<file path="src/common/erc_defines.vh">
// Command codes, parameter fields, reset values and timing counts of the refresh controller
`ifndef ERC_DEFINES_VH
`define ERC_DEFINES_VH
`define ERC_CMD_DATA_STOP 8'h11
`define ERC_CMD_REFRESH 8'h12
`define ERC_CMD_AUTO_SEQ 8'h17
`define ERC_CMD_FRAME_RATE 8'h30
`define ERC_CMD_TEMP_READ 8'h40
`define ERC_CMD_SENSOR_CFG 8'h41
`define ERC_AUTO_CODE_BASIC 8'ha5
`define ERC_AUTO_CODE_SLEEP 8'ha7
`define ERC_FLAG_BIT 7
`define ERC_COMMON_SEL_BIT 0
`define ERC_DYN_RATE_BIT 3
`define ERC_RATE_MSB 2
`define ERC_SENSOR_EN_BIT 7
`define ERC_FRAME_RATE_RST 8'h02
`define ERC_REFRESH_RST 8'h00
`define ERC_SENSOR_CFG_RST 8'h00
`define ERC_STATUS_RST 8'h00
`define ERC_TEMP_RST 8'h00
`define ERC_CLK_MHZ 125
`define ERC_STEP_US 10
`define ERC_STEP_CYCLES (`ERC_STEP_US * `ERC_CLK_MHZ)
`endif

</file>
<file path="src/core/erc_command_control.v">
// Command decoder for refresh, auto sequence, frame rate and temperature read
`timescale 1ns/1ps
`include "erc_defines.vh"
module erc_command_control #(
   parameter STEP_CYCLES = `ERC_STEP_CYCLES
) (
   input wire sys_clk,
   input wire sys_rst,
   input wire cmd_valid,
   input wire cmd_is_data,
   input wire [7:0] cmd_byte,
   input wire rd_req,
   output reg [7:0] rd_data,
   output reg rd_valid,
   input wire frame_complete,
   input wire table_from_register_en,
   input wire [7:0] temperature_value,
   input wire power_done,
   input wire refresh_done,
   output wire busy_n,
   output reg power_on_step,
   output reg refresh_active,
   output reg power_off_step,
   output reg deep_sleep_step,
   output reg common_drive_select,
   output reg [2:0] frame_rate_sel,
   output reg dynamic_rate_en,
   output reg sensor_enable_bit
);
   localparam ST_IDLE = 3'd0;
   localparam ST_PON = 3'd1;
   localparam ST_REFRESH = 3'd2;
   localparam ST_POF = 3'd3;
   localparam ST_SLEEP = 3'd4;

   localparam SL_REFRESH = 2'd0;
   localparam SL_RATE = 2'd1;
   localparam SL_SENSOR = 2'd2;
   // Sized copy so the 3-bit rate field can be cut from it
   localparam [7:0] RATE_RST = `ERC_FRAME_RATE_RST;

   reg [2:0] state_reg;
   reg [7:0] last_cmd_reg;
   reg [1:0] rd_index_reg;
   reg auto_run_reg;
   reg auto_sleep_reg;
   reg [15:0] step_cnt_reg;
   reg frame_sync1_reg;
   reg frame_sync2_reg;
   reg [7:0] temp_sync1_reg;
   reg [7:0] temp_sync2_reg;
   reg [7:0] temp_latch_reg;
   reg [7:0] status_latch_reg;
   reg rate_live_reg;
   reg [7:0] temp_prev_reg;
   reg [7:0] temp_clean_reg;
   wire [7:0] store_rd;
   wire idle;
   wire param_wr;
   wire [1:0] param_slot;

   function cmd_gated;
      input [7:0] code;
      begin
         cmd_gated = (code == `ERC_CMD_DATA_STOP) || (code == `ERC_CMD_REFRESH) ||
            (code == `ERC_CMD_TEMP_READ);
      end
   endfunction

   function step_expired;
      input [15:0] count;
      begin
         step_expired = (count == STEP_CYCLES[15:0]);
      end
   endfunction

   function auto_code_ok;
      input [7:0] code;
      begin
         auto_code_ok = (code == `ERC_AUTO_CODE_BASIC) || (code == `ERC_AUTO_CODE_SLEEP);
      end
   endfunction

   function [7:0] read_byte;
      input [7:0] code;
      input [1:0] index;
      input [7:0] status;
      input [7:0] temp;
      begin
         if (code == `ERC_CMD_DATA_STOP) begin
            read_byte = status;
         end else if (code == `ERC_CMD_TEMP_READ && index == 2'd0) begin
            read_byte = temp;
         end else begin
            read_byte = 8'h00;
         end
      end
   endfunction

   assign idle = (state_reg == ST_IDLE);
   // Combinational from state so the host sees busy in the cycle it starts
   assign busy_n = idle;

   assign param_wr = cmd_valid && cmd_is_data &&
      (last_cmd_reg == `ERC_CMD_FRAME_RATE || last_cmd_reg == `ERC_CMD_SENSOR_CFG);
   assign param_slot = (last_cmd_reg == `ERC_CMD_FRAME_RATE) ? SL_RATE : SL_SENSOR;

   // Only the rate slot is read back; the sensor slot keeps its byte for later use
   erc_param_store #(
      .DEPTH(4),
      .AW(2)
   ) u_store (
      .sys_clk(sys_clk),
      .sys_rst(sys_rst),
      .wr_en(param_wr),
      .wr_addr(param_slot),
      .wr_data(cmd_byte),
      .rd_addr(SL_RATE),
      .rd_data(store_rd)
   );

   // Pin-side inputs pass two flops before use
   always @(posedge sys_clk) begin
      if (sys_rst) begin
         frame_sync1_reg <= 1'b0;
         frame_sync2_reg <= 1'b0;
         temp_sync1_reg <= `ERC_TEMP_RST;
         temp_sync2_reg <= `ERC_TEMP_RST;
      end else begin
         frame_sync1_reg <= frame_complete;
         frame_sync2_reg <= frame_sync1_reg;
         temp_sync1_reg <= temperature_value;
         temp_sync2_reg <= temp_sync1_reg;
      end
   end

   // A word on two flops alone can tear; take it only after two equal samples
   always @(posedge sys_clk) begin
      if (sys_rst) begin
         temp_prev_reg <= `ERC_TEMP_RST;
         temp_clean_reg <= `ERC_TEMP_RST;
      end else begin
         temp_prev_reg <= temp_sync2_reg;
         if (temp_sync2_reg == temp_prev_reg) begin
            temp_clean_reg <= temp_prev_reg;
         end
      end
   end

   // Rate fields wait a cycle after reset so the store's cleared read port is not copied
   always @(posedge sys_clk) begin
      if (sys_rst) begin
         rate_live_reg <= 1'b0;
         frame_rate_sel <= RATE_RST[`ERC_RATE_MSB:0];
         dynamic_rate_en <= 1'b0;
      end else begin
         rate_live_reg <= 1'b1;
         if (rate_live_reg) begin
            frame_rate_sel <= store_rd[`ERC_RATE_MSB:0];
            dynamic_rate_en <= store_rd[`ERC_DYN_RATE_BIT];
         end
      end
   end

   // Decode, read answers and the sequencer share one process so state has one driver
   always @(posedge sys_clk) begin
      if (sys_rst) begin
         state_reg <= ST_IDLE;
         last_cmd_reg <= 8'h00;
         rd_index_reg <= 2'd0;
         auto_run_reg <= 1'b0;
         auto_sleep_reg <= 1'b0;
         step_cnt_reg <= 16'h0000;
         status_latch_reg <= `ERC_STATUS_RST;
         temp_latch_reg <= `ERC_TEMP_RST;
         common_drive_select <= 1'b0;
         sensor_enable_bit <= 1'b1;
         rd_data <= 8'h00;
         rd_valid <= 1'b0;
         power_on_step <= 1'b0;
         refresh_active <= 1'b0;
         power_off_step <= 1'b0;
         deep_sleep_step <= 1'b0;
      end else begin
         rd_valid <= 1'b0;
         if (cmd_valid && !cmd_is_data) begin
            // Busy-gated codes are dropped entirely, so a later parameter cannot act
            if (!cmd_gated(cmd_byte) || idle) begin
               last_cmd_reg <= cmd_byte;
               rd_index_reg <= 2'd0;
               if (cmd_byte == `ERC_CMD_DATA_STOP) begin
                  status_latch_reg <= {frame_sync2_reg, 7'h00};
                  if (frame_sync2_reg) begin
                     state_reg <= ST_REFRESH;
                     refresh_active <= 1'b1;
                  end
               end
               if (cmd_byte == `ERC_CMD_TEMP_READ) begin
                  temp_latch_reg <= sensor_enable_bit ? temp_clean_reg : 8'h00;
               end
            end else begin
               last_cmd_reg <= 8'h00;
            end
         end else if (cmd_valid && cmd_is_data) begin
            // Parameters act only on the command they follow
            case (last_cmd_reg)
               `ERC_CMD_REFRESH: begin
                  if (idle) begin
                     common_drive_select <= cmd_byte[`ERC_COMMON_SEL_BIT];
                     state_reg <= ST_REFRESH;
                     refresh_active <= 1'b1;
                  end
               end
               `ERC_CMD_AUTO_SEQ: begin
                  if (idle && table_from_register_en &&
                     auto_code_ok(cmd_byte)) begin
                     auto_run_reg <= 1'b1;
                     auto_sleep_reg <= (cmd_byte == `ERC_AUTO_CODE_SLEEP);
                     state_reg <= ST_PON;
                     power_on_step <= 1'b1;
                     step_cnt_reg <= 16'h0000;
                  end
               end
               `ERC_CMD_SENSOR_CFG: begin
                  sensor_enable_bit <= ~cmd_byte[`ERC_SENSOR_EN_BIT];
               end
               default: begin
               end
            endcase
         end

         // Reads answer from bytes latched when the command arrived
         if (rd_req) begin
            rd_valid <= 1'b1;
            // Saturate so a long read burst never returns the reading a second time
            if (rd_index_reg != 2'd3) begin
               rd_index_reg <= rd_index_reg + 2'd1;
            end
            rd_data <= read_byte(last_cmd_reg, rd_index_reg, status_latch_reg, temp_latch_reg);
         end

         // Step timers give up after a bounded wait so a dead supply cannot hang busy
         case (state_reg)
            ST_IDLE: begin
            end
            ST_PON: begin
               step_cnt_reg <= step_cnt_reg + 16'h0001;
               if (power_done || step_expired(step_cnt_reg)) begin
                  power_on_step <= 1'b0;
                  refresh_active <= 1'b1;
                  state_reg <= ST_REFRESH;
               end
            end
            ST_REFRESH: begin
               if (refresh_done) begin
                  refresh_active <= 1'b0;
                  step_cnt_reg <= 16'h0000;
                  if (auto_run_reg) begin
                     power_off_step <= 1'b1;
                     state_reg <= ST_POF;
                  end else begin
                     state_reg <= ST_IDLE;
                  end
               end
            end
            ST_POF: begin
               step_cnt_reg <= step_cnt_reg + 16'h0001;
               if (power_done || step_expired(step_cnt_reg)) begin
                  power_off_step <= 1'b0;
                  auto_run_reg <= 1'b0;
                  if (auto_sleep_reg) begin
                     deep_sleep_step <= 1'b1;
                     state_reg <= ST_SLEEP;
                  end else begin
                     state_reg <= ST_IDLE;
                  end
               end
            end
            ST_SLEEP: begin
               deep_sleep_step <= 1'b0;
               state_reg <= ST_IDLE;
            end
            default: begin
               state_reg <= ST_IDLE;
            end
         endcase
      end
   end
endmodule

</file>
<file path="src/core/erc_param_store.v">
// Small register store holding the latched command parameter bytes
`timescale 1ns/1ps
`include "erc_defines.vh"
module erc_param_store #(
   parameter DEPTH = 4,
   parameter AW = 2
) (
   input wire sys_clk,
   input wire sys_rst,
   input wire wr_en,
   input wire [AW-1:0] wr_addr,
   input wire [7:0] wr_data,
   input wire [AW-1:0] rd_addr,
   output reg [7:0] rd_data
);
   reg [7:0] mem [0:DEPTH-1];
   integer i;
   always @(posedge sys_clk) begin
      if (sys_rst) begin
         for (i = 0; i < DEPTH; i = i + 1) begin
            mem[i] <= 8'h00;
         end
         mem[1] <= `ERC_FRAME_RATE_RST;
         rd_data <= 8'h00;
      end else begin
         if (wr_en) begin
            mem[wr_addr] <= wr_data;
         end
         rd_data <= mem[rd_addr];
      end
   end
endmodule

</file>
<file path="config.mk">
export PLATFORM = sky130hd
export DESIGN_NAME = erc_command_control
export DESIGN_NICKNAME = d
export VERILOG_FILES = /design/src/core/erc_command_control.v /design/src/core/erc_param_store.v
export VERILOG_INCLUDE_DIRS = /design/src /design/src/common
export SDC_FILE = /design/constraint.sdc
export NUM_CORES = 1
export LEC_CHECK = 0
export BUFFER_PORTS_ARGS = -buffer_cell sky130_fd_sc_hd__buf_2
export CAP_MARGIN = 25
export CORE_MARGIN = 5
export CORE_UTILIZATION = 57
export CTS_BUF_LIST = sky130_fd_sc_hd__clkbuf_4
export CTS_CLUSTER_DIAMETER = 120
export DETAILED_ROUTE_END_ITERATION = 16
export GPL_ROUTABILITY_DRIVEN = 0
export PLACE_DENSITY = 0.86
export REMOVE_ABC_BUFFERS = 1
export SLEW_MARGIN = 10
export SYNTH_ARGS = -nofsm -noshare
export SYNTH_HDL_FRONTEND = slang
export SYNTH_SLANG_ARGS = --single-unit
</file>
<file path="constraint.sdc">
create_clock -name sys_clk -period 2.05 [get_ports sys_clk]
set_clock_uncertainty 0.1 [all_clocks]
set_input_delay 0.41 -clock sys_clk [delete_from_list [all_inputs] [get_ports sys_clk]]
set_output_delay 0.41 -clock sys_clk [all_outputs]
set_load 0.1 [all_outputs]
</file>
======== Yosys cells after proc, flatten, opt, wreduce, memory -nomap -nowiden ========
Memories as Yosys holds them, arrays and structs flattened. A register that Yosys moved wholly into a read port is not among the register bits.
Cells that the tools add are included.
word-level totals
  bits in registers ....................... 94
  bits in writable memories ............... 32
  input bits .............................. 25
  output and inout bits ................... 20
  word-level logic and storage cells ...... 149
  memories ................................ 1
memories
  name         depth  width  read ports  clocked after Yosys merged registers in  write ports  RTL line              RTL
  u_store.mem  4      8      1           1                                        4            erc_param_store.v:16  reg [7:0] mem [0:DEPTH-1];
cells by class
  add/subtract/negate cells ............... 2
  equality and inequality tests ........... 22
  mux-type cells .......................... 69
  bitwise gates (word level) .............. 3
  reductions and logical operators ........ 27
operator list
  cell                   count
  $mux 16                5
  $mux 8                 6
  $eq 8x5->1 const B     5
  $mux 1                 34
  $mux 3                 11
  $pmux 16 s2            1
  $eq 8x7->1 const B     3
  $add 16x1->16 const B  1
  $eq 16x11->1 const B   1
  $eq 8x8->1 const B     2
  $mux 2                 7
  $pmux 3 s4             1
  $reduce_and 3->1       4
  $reduce_and 4->1       3
  $ne 2x2->1 const B     5
  $eq 8x6->1 const B     1
  $eq 8x8->1             1
  $reduce_or 8->1        1
  $eq 3x2->1 const B     2
  $logic_and 1x1->1      6
  $logic_or 1x1->1       6
  $pmux 1 s2             3
  $pmux 3 s2             1
  $reduce_bool 2->1      2
  9 further kinds        11

======== Depth between registers and ports, before layout ========
  depth after elaboration ................. 9
  gate-level depth with buffers ........... 7
  mapped depth without buffers ............ 6

======== Modules after synthesis ========
From an unflattened synthesis, not the netlist that was laid out.
second synthesis, totals
  cell total of the unflattened synthesis .. 565
  area total of the unflattened synthesis .. 5723.0 sq um
by module, submodules not included
  module               times used  cells each  area each (sq um)  seq. area each (sq um)
  erc_command_control  1           444         4007.6             1881.8
  erc_param_store      1           121         1715.4             1041.0

======== Worst setup path after synthesis ========
No wires, ideal clock.
  kind .................................... register -> register
  start point ............................. reg state_reg[0]
  end point ............................... reg step_cnt_reg[13]
  setup time .............................. 0.127 ns
  data arrival time ....................... 1.874 ns
  data required time ...................... 1.823 ns
  path slack .............................. -0.051 ns
  cell stages (with the launch flop) ...... 7
  path buffers ............................ 1
  period minus slack after synthesis ...... 2.101 ns
  path through ............................ dfxtp_1 or3_1 inv_2 nand3_2 o21ai_2 buf_4 o211ai_1
between the ends
  longest elaborated chain between the ends .. 9
  elaborated cells between the ends (all ways) .. 13
  those cells by class .................... eq/ne: 3; mux: 6; reduce/logical: 4
RTL lines
  item                                RTL line                   RTL
  start: declaration                  erc_command_control.v:42   reg [2:0] state_reg;
  start signal: assignment            erc_command_control.v:168  state_reg <= ST_IDLE;
  start signal: assignment            erc_command_control.v:194  state_reg <= ST_REFRESH;
  start signal: assignment            erc_command_control.v:210  state_reg <= ST_REFRESH;
  $logic_not 3->1 (*)                 erc_command_control.v:100  assign idle = (state_reg == ST_IDLE);
  net busy_n                          erc_command_control.v:20   output wire busy_n,
  $logic_and 1x1->1 (*) (2 in a row)  erc_command_control.v:215  if (idle && table_from_register_en &&
  $mux 16 (*)                         erc_command_control.v:215
  $mux 16 (*)                         erc_command_control.v:206  case (last_cmd_reg)
  $mux 16 (*)                         erc_command_control.v:204  end else if (cmd_valid && cmd_is_data) begin
  $mux 16 (*)                         erc_command_control.v:186  if (cmd_valid && !cmd_is_data) begin
  $mux 16                             erc_command_control.v:255  if (refresh_done) begin
  $pmux 16 s2 (*)                     erc_command_control.v:243  case (state_reg)
  end signal: assignment              erc_command_control.v:247  step_cnt_reg <= step_cnt_reg + 16'h0001;
  end signal: assignment              erc_command_control.v:267  step_cnt_reg <= step_cnt_reg + 16'h0001;
  end: declaration                    erc_command_control.v:47   reg [15:0] step_cnt_reg;
The timed path passes the listed nets; every way through them passes the cells marked *.
A chain may end at the register's enable or synchronous reset.

======== Worst setup path in the final report ========
  start point ............................. reg state_reg[0]
  end point ............................... out busy_n
between the ends
  longest elaborated chain between the ends .. 1
RTL lines
  item              RTL line
  $logic_not 3->1   erc_command_control.v:100
  end: declaration  erc_command_control.v:20
Every way passes these cells.

==> metrics.md <==
| Metric | Value |
|---|---|
| Post-synthesis area per instance | 9.09 µm² |
| Commonest cells post-synth | dfxtp_1, a21oi_1, nand3_1, nor2b_1, nand2_1 |
| GRT overflow | 0 |
| Multi-input gate area | 2100 µm² |
| Port Buffer Count | 44 |
| Final WL | 9.64 mm |
| H-tree levels | 3 |
| Core Region | 7290 µm² |
| Least-Margin Pin Slew | 0.662 ns |
| TritonCTS Buffers | 9 |
| CTS tree | done |
| Worst vdd ir | 0.555 mV |
| Yosys warnings | 0 |
| Worst hold start | temperature_value[3] |
| Worst Path Max Fanout | 3 |
| First-pass GRT wire length | 16.2 mm |
| All-Layer GR Usage | 20.5% |
| Post-DP Area | 4670 µm² |
| Final ANT Viol Nets | 0 |
| Fin crit share | 97.2% |
| Clock sink count | 102 |
| FP Rows | 31 |
| Initial DRC count | 397 |
| Crit start category | register |
| Outcome | finished, final reports clean |
| Terminus of the critical flop-to-flop path | u_store.mem[1][1] |
| Sequential cell area | 2040 µm² |
| Fillcell total | 607 |
| Critical path's largest stage delay | 0.42 ns |
| Setup crit start | state_reg[0] |
| Vias per cell | 6.00 |
| DR DRC count | 0 |
| Top FF cell, synth | dfxtp_1 |
| Share of post-route cells with drive strength above 1 | 18.1% |
| Vias | 3718 |
| Number of global-route vias before repair | 3509 |
| Mapped Cells | 472 |
| Avg WL per Cell | 15.6 µm |
| WP data arrival | 1.48 ns |
| Number of flip-flops under the largest register name | 16 |
| CTS Root Buffer Type | clkbuf_4 |
| DIE WIDTH | 96.7 µm |
| Largest net degree at the start of global routing | 43 |
| Count of final max-slew check failures | 0 |
| Initial antenna violation count | 1 |
| Worst path slowest cell | or3_4 |
| Hold/Removal Path Class | input port to register |
| Critical path buffers and inverters | 2 |
| CP required | 1.54 ns |
| Reg-to-reg critical path startpoint | last_cmd_reg[1] |
| Power Total | 3.29 mW |
| Cell Pwr Density | 679 nW/µm² |
| Top-count cell post-synth | dfxtp_1 |
| Flop2flop setup slack | 0.08 ns |
| Die area | 9360 µm² |
| Die Y | 96.7 µm |
| Critical path class | register to primary output |
| Yosys cell types | 63 |
| CTS max path bufs | 2 |
| LEAKAGE | 1.73 nW |
| Crit path time final | 1.99 ns |
| Worst setup EP type | primary output |
| Initial core utilization | 58.8% |
| P&R area growth vs syn | 12.9% |
| Critical Path End | busy_n |
| CP top delay family | simple AND/OR/NAND/NOR gates |
| Post-Syn Area | 4290 µm² |
| CP cell instances | or3_4, inv_4, buf_12 |
| Worst skew pair latency | 0.45 ns |
| CTS clk-pin slew, worst paths | 0.16 ns |
| Async set-reset flop share out of synthesis | 0% |
| Fmax | 0.502 GHz |
| Top cell type's share of synthesized area | 47.6% |
| Sequential element share of the synthesized area | 47.6% |
| Final Hold Slack | 0.0589 ns |
| RSZ-0062 raised after global routing | yes |
| # IOs | 45 |
| Final hold violation count | 0 |
| Yosys top cell by area | dfxtp_1 |
| #FFs+latches synth | 102 |
| Pre-antenna DRT Iters | 5 |
| Final setup vio count | 0 |
| Worst Reg2Reg Path Length in Cells | 4 |
| Leading post-synthesis cells by cell area | dfxtp_1, nor2b_1, a21oi_1 |
| Post-DP HPWL | 6.86 mm |
| # Max-Cap Violations | 0 |
| Worst path depth | 3 |
| Worst slew margin | 55.2% |
| Number of flops mapped to enable cells by yosys | 0 |
| Design area | 4840 µm² |
| Fin nets | 544 |
-- kinds of logic (layout without fill, tap and decap cells) --
kind of cell	after synthesis	after routing	synth area share, %
compound gates	93	93	13.5
xor+xnor	9	9	1.84
fa+ha+maj	4	4	1.17
buf+inv	44	92	4.05
flops	102	102	47.6
mux	12	12	2.83
other cells	0	1	0
simple gates	208	208	29.0
-- metal layers --
metal / up-vias / routed length [µm] / global-route usage (%)
met2: 174 / 4570 / 32.9
met4: 0 / 225 / 7.78
met1: 1718 / 4210 / 26.7
met3: 32 / 630 / 4.75
li1: 1794 / - / -
met5: - / 0 / 0
-- power by group --
| group | leakage [nW] | internal, mW | switching, mW |
|---|---|---|---|
| logic | 0.835 | 0.0867 | 0.155 |
| registers | 0.829 | 2.02 | 0.0276 |
| clock network | 0.0708 | 0.280 | 0.716 |
-- worst min path at each step --
stage	to	slack, ns	depth (start not counted)
floorplan	frame_sync2_reg	0.31	1
global placement	temp_sync2_reg[0]	0.32	1
detailed placement	temp_sync2_reg[3]	0.32	1
CTS	temp_sync1_reg[7]	0.04	2
global route	temp_sync1_reg[6]	0.03	2
finish	temp_sync1_reg[3]	0.06	2
-- worst register-to-register path: cells and delay by family (launching register included) --
kind             cells  cell delay (ns)
AND/OR/NAND/NOR      3             1.10
flip-flops           1             0.38
multiplexers         1             0.29
-- metrics by stage --
| step | setup WS (ns) | util [%] | setup TNS, ns | std cells |
|---|---|---|---|---|
| 2_1_floorplan | -0.107 | - | -1.34 | 441 |
| 4_1_cts | 0.0264 | 66.1 | 0 | 619 |
| 6_report | 0.0582 | 66.4 | 0 | 620 |
| 3_3_place_gp | 0.148 | 64.1 | 0 | 602 |
| 5_1_grt | 0.00865 | 66.4 | 0 | 620 |
| 3_5_place_dp | 0.0728 | 64.1 | 0 | 602 |
-- placed cells by master (no fill, tap or decap), types with 3 or more instances in the layout --
cell type	n
nor3b_1	3
nand2_1	34
a31oi_1	5
a211oi_1	5
and4_1	5
a21oi_1	40
a311oi_1	7
nor4b_1	4
nor2b_1	35
and4b_1	3
clkbuf_4	9
nand4_1	16
buf_2	43
nor3_1	6
inv_1	12
and3_1	3
nor4_1	5
ha_1	4
nor2_1	18
o21ai_0	14
xnor2_1	8
nand3_1	35
dfxtp_1	101
or3_1	4
buf_4	18
mux2i_1	11
o211ai_1	4
nand2b_1	12
-- final cells by class --
type / count / share of cell area [%]
Multi-Input combinational cell: 326 / 43.3
Sequential cell: 102 / 42.2
Timing Repair Buffer: 63 / 8.06
Tap cell: 99 / 2.56
Clock buffer: 9 / 1.39
Clock inverter: 7 / 1.39
Inverter: 13 / 1.06
Antenna cell: 1 / 0.0517
-- repair_timing --
action | 4_1_cts | 5_1_grt
resized for setup | 1 | 5
buffers inserted | 1 | 0
endpoints found under the setup margin | 1 | 5
hold buffers | 0 | 0
No activity file was read; power rests on OpenSTA's default activity.
